$ cat src/pkg/cmpc_defines.svh
// Register map, field positions, reset values and input select codes
`ifndef CMPC_DEFINES_SVH
`define CMPC_DEFINES_SVH

`define CMPC_CTRL_ADDR       8'h9b
`define CMPC_MODE_ADDR       8'h9d
`define CMPC_MUX_ADDR        8'h9f

`define CMPC_CTRL_RESET      8'h00
`define CMPC_MODE_RESET      8'h02
`define CMPC_MUX_RESET       8'hff

`define CMPC_CTRL_EN_BIT     7
`define CMPC_CTRL_RES_BIT    6
`define CMPC_CTRL_RISE_BIT   5
`define CMPC_CTRL_FALL_BIT   4
`define CMPC_CTRL_HYP_HI     3
`define CMPC_CTRL_HYP_LO     2
`define CMPC_CTRL_HYN_HI     1
`define CMPC_CTRL_HYN_LO     0

`define CMPC_MODE_RIE_BIT    5
`define CMPC_MODE_FIE_BIT    4
`define CMPC_MODE_MD_HI      1
`define CMPC_MODE_MD_LO      0

`define CMPC_MUX_NEG_HI      7
`define CMPC_MUX_NEG_LO      4
`define CMPC_MUX_POS_HI      3
`define CMPC_MUX_POS_LO      0

`define CMPC_SEL_LAST_PIN    4'h9
`define CMPC_NUM_PINS        10

`endif

$ cat src/pkg/cmpc_pkg.sv
// Types shared by the comparator control logic
package cmpc_pkg;
	typedef logic [1:0] cmpc_hyst_t;
	typedef enum logic [1:0] {
		CMPC_MODE_FAST = 2'h0,
		CMPC_MODE_1    = 2'h1,
		CMPC_MODE_2    = 2'h2,
		CMPC_MODE_SLOW = 2'h3
	} cmpc_resp_t;
	typedef logic [3:0] cmpc_sel_t;
endpackage

$ cat src/rtl/cmpc_core.sv
// Comparator control and status logic with its special function registers
// Overview of operation
// Comparator powered and operating only while enable bit 7 of control is set.
// Disabled comparator drives routed outputs low and has its supply removed.
// Control bit 6 reads the current result, high when positive exceeds negative.
// Falling transition of comparator output sets fall flag, control bit 4.
// Rising transition of comparator output sets rise flag, control bit 5.
// Edge flags stay set until software writes zero; hardware never clears them.
// Rising edge requests interrupt only while mode bit 5 enable is set.
// Falling edge requests interrupt only while mode bit 4 enable is set.
// Positive hysteresis in control bits 3:2 passed to analog core.
// Negative hysteresis in control bits 1:0 passed to analog core.
// Response mode in mode bits 1:0; 00 fastest, 11 slowest.
// Input select bits 7:4 choose negative pin; codes 1010-1111 connect none.
// Input select bits 3:0 choose positive pin; codes 1010-1111 connect none.
// Two outputs: one clocked, one raw valid without the clock.
// Software should clear edge flags after enabling or changing mode settings.
// Comparator output offered as reset request and channel shutoff trigger.
// Mode bits 7:6 and 3:2 read zero and ignore writes.
// Raw output passes two synchroniser flops before edge detection and status.
`include "cmpc_defines.svh"

module cmpc_core #(
	parameter int NUM_PINS = `CMPC_NUM_PINS
) (
	input  wire logic                  clk,
	input  wire logic                  rst,
	input  wire logic [7:0]            sfr_addr,
	input  wire logic                  sfr_wr,
	input  wire logic                  sfr_rd,
	input  wire logic [7:0]            sfr_wdata,
	output logic      [7:0]            sfr_rdata,
	input  wire logic                  ana_cmp_in,
	output logic                       ana_power_en,
	output logic                       ana_enable,
	output cmpc_pkg::cmpc_hyst_t       pos_hyst_sel,
	output cmpc_pkg::cmpc_hyst_t       neg_hyst_sel,
	output cmpc_pkg::cmpc_resp_t       response_mode,
	output cmpc_pkg::cmpc_sel_t        pos_input_sel,
	output cmpc_pkg::cmpc_sel_t        neg_input_sel,
	output logic [NUM_PINS-1:0]        pos_pin_connect,
	output logic [NUM_PINS-1:0]        neg_pin_connect,
	output logic                       cmp_raw_out,
	output logic                       cmp_sync_out,
	output logic                       cmp_irq_req,
	output logic                       cmp_reset_src,
	output logic                       cmp_kill_trig
);

	// ************************************************************
	// Register state
	// ************************************************************
	logic                       enable_reg;
	logic                       rise_flag_reg;
	logic                       fall_flag_reg;
	cmpc_pkg::cmpc_hyst_t       pos_hyst_reg;
	cmpc_pkg::cmpc_hyst_t       neg_hyst_reg;
	logic                       rise_irq_en_reg;
	logic                       fall_irq_en_reg;
	cmpc_pkg::cmpc_resp_t       mode_reg;
	cmpc_pkg::cmpc_sel_t        neg_sel_reg;
	cmpc_pkg::cmpc_sel_t        pos_sel_reg;
	logic                       sync1_reg;
	logic                       sync2_reg;
	logic                       prev_reg;
	logic                       out_reg;
	logic [7:0]                 rdata_reg;

	// ************************************************************
	// Reset values
	// ************************************************************
	localparam logic [7:0] CTRL_RST = `CMPC_CTRL_RESET;
	localparam logic [7:0] MODE_RST = `CMPC_MODE_RESET;
	localparam logic [7:0] MUX_RST  = `CMPC_MUX_RESET;

	// ************************************************************
	// Decode
	// ************************************************************
	wire logic       hit_ctrl   = sfr_addr == `CMPC_CTRL_ADDR;
	wire logic       hit_mode   = sfr_addr == `CMPC_MODE_ADDR;
	wire logic       hit_mux    = sfr_addr == `CMPC_MUX_ADDR;
	wire logic       wr_ctrl    = sfr_wr & hit_ctrl;
	wire logic       wr_mode    = sfr_wr & hit_mode;
	wire logic       wr_mux     = sfr_wr & hit_mux;
	// Result gated by enable after the synchroniser
	wire logic       cmp_level  = sync2_reg & enable_reg;
	// Edges of the synchronised result
	wire logic       rise_evt   = cmp_level & ~prev_reg;
	wire logic       fall_evt   = ~cmp_level & prev_reg;
	// Set wins over a software clear
	wire logic       rise_next  = rise_evt |
		(wr_ctrl ? sfr_wdata[`CMPC_CTRL_RISE_BIT] : rise_flag_reg);
	wire logic       fall_next  = fall_evt |
		(wr_ctrl ? sfr_wdata[`CMPC_CTRL_FALL_BIT] : fall_flag_reg);

	wire logic [7:0] ctrl_view  = {enable_reg, out_reg, rise_flag_reg, fall_flag_reg,
		pos_hyst_reg, neg_hyst_reg};
	// Unused mode bits read zero
	wire logic [7:0] mode_view  = {2'h0, rise_irq_en_reg, fall_irq_en_reg, 2'h0, mode_reg};
	wire logic [7:0] mux_view   = {neg_sel_reg, pos_sel_reg};
	wire logic [7:0] rd_mux     = hit_ctrl ? ctrl_view :
		hit_mode ? mode_view :
		hit_mux ? mux_view : 8'h00;

	// ************************************************************
	// Control registers
	// ************************************************************
	always_ff @(posedge clk or posedge rst) begin
		if (rst) begin
			enable_reg   <= CTRL_RST[`CMPC_CTRL_EN_BIT];
			pos_hyst_reg <= CTRL_RST[`CMPC_CTRL_HYP_HI:`CMPC_CTRL_HYP_LO];
			neg_hyst_reg <= CTRL_RST[`CMPC_CTRL_HYN_HI:`CMPC_CTRL_HYN_LO];
		end else if (wr_ctrl) begin
			// Enable bit
			enable_reg   <= sfr_wdata[`CMPC_CTRL_EN_BIT];
			// Hysteresis fields
			pos_hyst_reg <= sfr_wdata[`CMPC_CTRL_HYP_HI:`CMPC_CTRL_HYP_LO];
			neg_hyst_reg <= sfr_wdata[`CMPC_CTRL_HYN_HI:`CMPC_CTRL_HYN_LO];
		end
	end

	always_ff @(posedge clk or posedge rst) begin
		if (rst) begin
			rise_flag_reg <= CTRL_RST[`CMPC_CTRL_RISE_BIT];
			fall_flag_reg <= CTRL_RST[`CMPC_CTRL_FALL_BIT];
		end else begin
			// Sticky edge flags
			rise_flag_reg <= rise_next;
			fall_flag_reg <= fall_next;
		end
	end

	always_ff @(posedge clk or posedge rst) begin
		if (rst) begin
			rise_irq_en_reg <= MODE_RST[`CMPC_MODE_RIE_BIT];
			fall_irq_en_reg <= MODE_RST[`CMPC_MODE_FIE_BIT];
			mode_reg        <= cmpc_pkg::cmpc_resp_t'(MODE_RST[`CMPC_MODE_MD_HI:`CMPC_MODE_MD_LO]);
		end else if (wr_mode) begin
			// Only used bits stored
			rise_irq_en_reg <= sfr_wdata[`CMPC_MODE_RIE_BIT];
			fall_irq_en_reg <= sfr_wdata[`CMPC_MODE_FIE_BIT];
			// Response mode
			mode_reg <= cmpc_pkg::cmpc_resp_t'(sfr_wdata[`CMPC_MODE_MD_HI:`CMPC_MODE_MD_LO]);
		end
	end

	always_ff @(posedge clk or posedge rst) begin
		if (rst) begin
			neg_sel_reg <= MUX_RST[`CMPC_MUX_NEG_HI:`CMPC_MUX_NEG_LO];
			pos_sel_reg <= MUX_RST[`CMPC_MUX_POS_HI:`CMPC_MUX_POS_LO];
		end else if (wr_mux) begin
			// Input selects
			neg_sel_reg <= sfr_wdata[`CMPC_MUX_NEG_HI:`CMPC_MUX_NEG_LO];
			pos_sel_reg <= sfr_wdata[`CMPC_MUX_POS_HI:`CMPC_MUX_POS_LO];
		end
	end

	// ************************************************************
	// Synchroniser and edge history
	// ************************************************************
	// Two flops, first read only by second
	always_ff @(posedge clk or posedge rst) begin
		if (rst) begin
			sync1_reg <= 1'b0;
			sync2_reg <= 1'b0;
			prev_reg  <= 1'b0;
			out_reg   <= 1'b0;
		end else begin
			sync1_reg <= ana_cmp_in;
			sync2_reg <= sync1_reg;
			prev_reg  <= cmp_level;
			// Latched result for status and clocked output
			out_reg   <= cmp_level;
		end
	end

	// Read data held until the next read
	always_ff @(posedge clk or posedge rst) begin
		if (rst) begin
			rdata_reg <= 8'h00;
		end else if (sfr_rd) begin
			rdata_reg <= rd_mux;
		end
	end
	assign sfr_rdata = rdata_reg;

	// ************************************************************
	// Outputs
	// ************************************************************
	// Power and operation follow enable
	assign ana_power_en  = enable_reg;
	assign ana_enable    = enable_reg;
	assign pos_hyst_sel  = pos_hyst_reg;
	assign neg_hyst_sel  = neg_hyst_reg;
	assign response_mode = mode_reg;
	assign pos_input_sel = pos_sel_reg;
	assign neg_input_sel = neg_sel_reg;

	// One-hot pin connects; high codes select none
	genvar gi;
	generate
		for (gi = 0; gi < NUM_PINS; gi++) begin : g_pin
			assign pos_pin_connect[gi] = enable_reg && (pos_sel_reg == 4'(gi));
			assign neg_pin_connect[gi] = enable_reg && (neg_sel_reg == 4'(gi));
		end
	endgenerate

	// Raw output gated low while disabled
	assign cmp_raw_out   = ana_cmp_in & enable_reg;
	assign cmp_sync_out  = out_reg & enable_reg;
	// Masked interrupt request
	assign cmp_irq_req   = (rise_flag_reg & rise_irq_en_reg) | (fall_flag_reg & fall_irq_en_reg);
	// Reset source and channel shutoff trigger
	assign cmp_reset_src = cmp_sync_out;
	assign cmp_kill_trig = cmp_sync_out;
endmodule

$ cat config.mk
export PLATFORM = sky130hd
export DESIGN_NAME = cmpc_core
export DESIGN_NICKNAME = d
export VERILOG_FILES = /design/src/pkg/cmpc_pkg.sv /design/src/rtl/cmpc_core.sv
export VERILOG_INCLUDE_DIRS = /design/src /design/src/pkg
export SDC_FILE = /design/constraint.sdc
export NUM_CORES = 1
export LEC_CHECK = 0
export BUFFER_PORTS_ARGS = -buffer_cell sky130_fd_sc_hd__buf_2
export CELL_PAD_IN_SITES_DETAIL_PLACEMENT = 0
export CELL_PAD_IN_SITES_GLOBAL_PLACEMENT = 2
export CORE_ASPECT_RATIO = 2
export CORE_MARGIN = 8
export CORE_UTILIZATION = 25
export CTS_BUF_LIST = sky130_fd_sc_hd__clkbuf_2 sky130_fd_sc_hd__clkbuf_4 sky130_fd_sc_hd__clkbuf_8
export CTS_CLUSTER_DIAMETER = 60
export DETAILED_ROUTE_END_ITERATION = 7
export GPL_ROUTABILITY_DRIVEN = 0
export GPL_TIMING_DRIVEN = 0
export PLACE_DENSITY_LB_ADDON = 0.1
export REMOVE_ABC_BUFFERS = 1
export SYNTH_ARGS = -nofsm -noshare
export SYNTH_HDL_FRONTEND = slang
export SYNTH_SLANG_ARGS = --single-unit
$ cat constraint.sdc
create_clock -name clk -period 2.7 [get_ports clk]
set_input_delay 0.405 -clock clk [delete_from_list [all_inputs] [get_ports clk]]
set_output_delay 0.405 -clock clk [all_outputs]
set_load 0.005 [all_outputs]
# Word-level counts from Yosys, hierarchy flattened
# Cells that the tools add are included.
[classes]
add_sub_neg = 0
multipliers = 0
div_mod_pow = 0
n_lt_le_gt_ge = 0
n_eq_ne = 21
shifts = 0
n_mux = 5
bitwise_logic = 15
n_reduce_logical = 22
[ops]
columns = ["operator", "count"]
rows = [
  ["4-bit by 3-bit equality test with 1-bit output, second input constant", 8],
  ["8-bit equality test, second input constant", 3],
  ["8-bit 2-to-1 mux", 3],
  ["1-bit logical AND", 20],
  ["4-bit by 2-bit equality test with 1-bit output, second input constant", 4],
  ["4-bit equality test, second input constant", 4],
  ["1-bit AND", 10],
  ["4-bit by 1-bit equality test with 1-bit output, second input constant", 2],
  ["4-bit zero test", 2],
  ["1-bit bitwise OR", 3],
  ["1-bit 2-to-1 mux", 2],
  ["1-bit NOT", 2],
]
[totals]
regBits = 30
latchBits = 0
ram_bits = 0
romBits = 0
input_bits = 21
word_cells = 77
mem_count = 0

# Longest topological paths before layout
[logic_depth]
depth_word = 4
depth_mapped = 4

# Least setup slack after synthesis
# OpenSTA, ideal clock, no wires.
[synth_timing]
path_type = "input-to-reg"
from = "input sfr_addr[6]"
to = "register enable_reg, in the netlist ana_enable"
setup_time_ns = 0.125
t_arrival_ns = 1.431
required_time_ns = 2.575
slack_ns = 1.144
stages = 3
path_buffers = 0
path_cell_list = "nand4b_4 -> nor4_4 -> mux2_2"
[synth_via]
elab_chain_cells = 2
[synth_lines]
columns = ["element", "line_no", "rtl"]
rows = [
  ["from (decl)", "cmpc_core.sv:28", "input wire logic [7:0] sfr_addr,"],
  ["8-bit equality test (no source line)", "--", ""],
  ["1-bit AND", "cmpc_core.sv:82", "wire logic wr_ctrl = sfr_wr & hit_ctrl;"],
  ["to (signal assigned)", "cmpc_core.sv:110", "enable_reg <= CTRL_RST[`CMPC_CTRL_EN_BIT];"],
  ["to (signal assigned)", "cmpc_core.sv:115", "enable_reg <= sfr_wdata[`CMPC_CTRL_EN_BIT];"],
  ["to (decl)", "cmpc_core.sv:53", "logic enable_reg;"],
]
# Every way passes these cells.
# A chain may end at the register's enable or synchronous reset.

# Worst setup path after layout
[layout_timing]
from = "register enable_reg, in the netlist ana_enable"
to = "output pos_pin_connect[0]"
[layout_via]
elab_chain_cells = 1
[layout_lines]
columns = ["element", "line_no", "rtl"]
rows = [
  ["1-bit logical AND", "cmpc_core.sv:203", "assign pos_pin_connect[gi] = enable_reg && (pos_sel_reg == 4'(gi));"],
  ["to (decl)", "cmpc_core.sv:41", "output logic [NUM_PINS-1:0] pos_pin_connect,"],
]
# Every way passes these cells.

==> run summary <==
die area - 0.009251 mm²
worst hold start - ana_cmp_in
synth warn - 0
Reg2Reg Launch Point - ana_enable
Yosys reg bits - 30
first-pass GRT wire length - 7.279 mm
fmax - 475.0 MHz
GRT Resource Usage Total - 0.1020
met2 usage - 0.1643
Worst R2R End - fall_flag_reg
port buffer count - 69
share of layout cells above drive strength 1 - 0.5854
Synth cell types - 27
Synth Area per Inst - 11.84 µm²
Final Cycle Share - 0.7798
total grt overflow - 0
worst setup margin - 594.5 ps
dpl ws - 821.5 ps
Core ar. - 0.006207 mm²
Via Count - 1250
worst vdd ir - 0.2722 mV
CTS root buf - clkbuf_8
Clk pwr share - 0.389
fraction of registers with async set/reset - 1.000
CTS sink cnt - 30
CTS max path bufs - 2
switching portion of total power - 0.2434
post-synth top area share - 0.3336
most frequent cell after synthesis - mux2_2
register area share after synthesis - 0.4837
Hold Crit Endpoint - sync1_reg
final setup violation count - 0
vias in the first global route - 1405
Final Hold Vio Count - 0
Vias/cell - 4.296
final WL - 4.461 mm
post-synth top area cell - dfrtp_1
WS Path Type - flop to primary output
area delta synth->final - 32.64%
GRT met1 Usage - 0.1164
setup TNS - 0 ps
leakage power - 1.058 nW
synth cell count leaders - mux2_2, dfrtp_1, nor2_1, dfstp_2
chip width - 72.13 µm
Flop pwr share - 0.504
initial core utilization - 0.2538
initial antenna violation count - 0
max-capacitance violation count - 0
Iteration-0 DRC Markers - 40
post-synthesis cell count - 133
I/O Pins - 70
Switch Pwr - 0.2368 mW
HP Class - primary input to flop
M3 GR Usage - 0.03762
CTS tree - done
CTS Buf Count - 5
Post-CTS Setup Bufs - 0
number of synthesized flops with an enable pin - 0
Worst-Margin Slew - 1138 ps
Hold Path Stages - 1
clk_skew - 8.192 ps
ys flop type - dfrtp_1
GR peak layer - met2
Cell Area, Synth - 0.001575 mm²
per-cell routed wire length - 15.33 µm
first-pass iteration count of the detailed router - 4
final std cells w/o fill - 291
CTS H-tree depth - 2
placed cells - 283
Comb power frac - 0.106
CP arrival - 1700 ps
Rel. slew slack - 0.2405
post-cts sizing count - 0
CP Capture Type - primary output
fill count - 654
clk slew on worst S/H paths - 60 ps
# DRC - 0
FP Rows - 41
Final Max Tran Viols - 0
Chip Height - 128.3 µm
dpl hpwl - 3.530 mm
RSZ-0062 raised after global routing - false
Pwr Density - 465.7 mW/mm²
count of nets after finishing - 225
CP required - 2300 ps
Largest register FFs - 8
FF-to-FF setup slack - 1560 ps
clock latency on the worst-skew pair - 280 ps
Critical Path Fanout Max - 14
Reg2Reg Depth - 3
Synth area leaders - dfrtp_1, mux2_2, dfstp_2
n_diodes - 0
CTS Hold Bufs - 0
Startpoint Class - flop
register area - 762.0 µm²
pin count of the biggest net entering global routing - 31
total power - 0.9731 mW
footprint of the multi-input gates - 764.5 µm²
fin crit period - 2105 ps
Int Power - 0.7363 mW
outcome - completed
DRT antenna net count - 0
==> logic make-up after synthesis <==
logic type,after synthesis,synth area share
buffers and inverters,9,0.03097
AOI/OAI and AO/OA,15,0.07546
and+or+nand+nor,52,0.2184
DFF,30,0.4837
muxes,27,0.1914
==> power by group through the flow <==
stage / sequential (mW) / clock (mW) / combinational, mW
2_1_floorplan: 0.494 / 0 / 0.0528
3_3_place_gp: 0.499 / 0 / 0.106
5_1_grt: 0.494 / 0.422 / 0.117
4_1_cts: 0.491 / 0.397 / 0.108
3_5_place_dp: 0.499 / 0 / 0.107
6_report: 0.491 / 0.379 / 0.103
==> layout make-up <==
class / count / share of cell area
Multi-Input combinational cell: 94 / 0.3659
Sequential cell: 30 / 0.3647
Clock buffer: 7 / 0.04311
Timing Repair Buffer: 69 / 0.1653
Inverter: 4 / 0.007186
Clock inverter: 1 / 0.002395
Tap cell: 86 / 0.05150
==> cells in the final DEF (no fill, tap or decap), types with 2 or more instances in the layout <==
cell type and count:
a21oi_1 2, nand3b_1 4, inv_1 3, nor2_1 16, nor4_4 2, nand2b_1 5, nand2_1 8, mux2_2 25
or3b_2 2, clkbuf_8 6, a22oi_1 4, and2_1 2, dfstp_2 9, mux2i_1 2, nor3_1 6, dfrtp_1 21
buf_2 69, o2bb2ai_1 8
==> per-stage QoR <==
| step | instance area [µm²] | utilization | hold WS, ps |
|---|---|---|---|
| CTS | 2090 | 0.3366 | 242.7 |
| detailed placement | 1994 | 0.3213 | 336.2 |
| global route | 2090 | 0.3366 | 235.7 |
| floorplan | 1541 | - | 331.2 |
| global placement | 1994 | 0.3213 | 334.5 |
| finish | 2090 | 0.3366 | 249.8 |
==> worst max path at each step <==
stage | end | cells after the start | startpoint
global route | neg_pin_connect[0] | 3 | ana_enable
floorplan | neg_pin_connect[0] | 2 | ana_enable
CTS | pos_pin_connect[0] | 3 | ana_enable
detailed placement | pos_hyst_sel[0] | 4 | sfr_addr[6]
global placement | neg_hyst_sel[1] | 4 | sfr_addr[6]
finish | pos_pin_connect[0] | 3 | ana_enable
==> worst max-delay path, stage by stage (launching register included) <==
cell	delay [ps]
dfrtp_1	600
or3b_2	540
nor3_1	150
buf_2	140
==> routing by layer <==
metal | share of wire | vias to the layer above
met3 | 0.072 | 6
met5 | 0 | -
met1 | 0.42 | 583
li1 | - | 618
met4 | 0.017 | 0
met2 | 0.49 | 43
No activity file was read; power rests on OpenSTA's default activity.
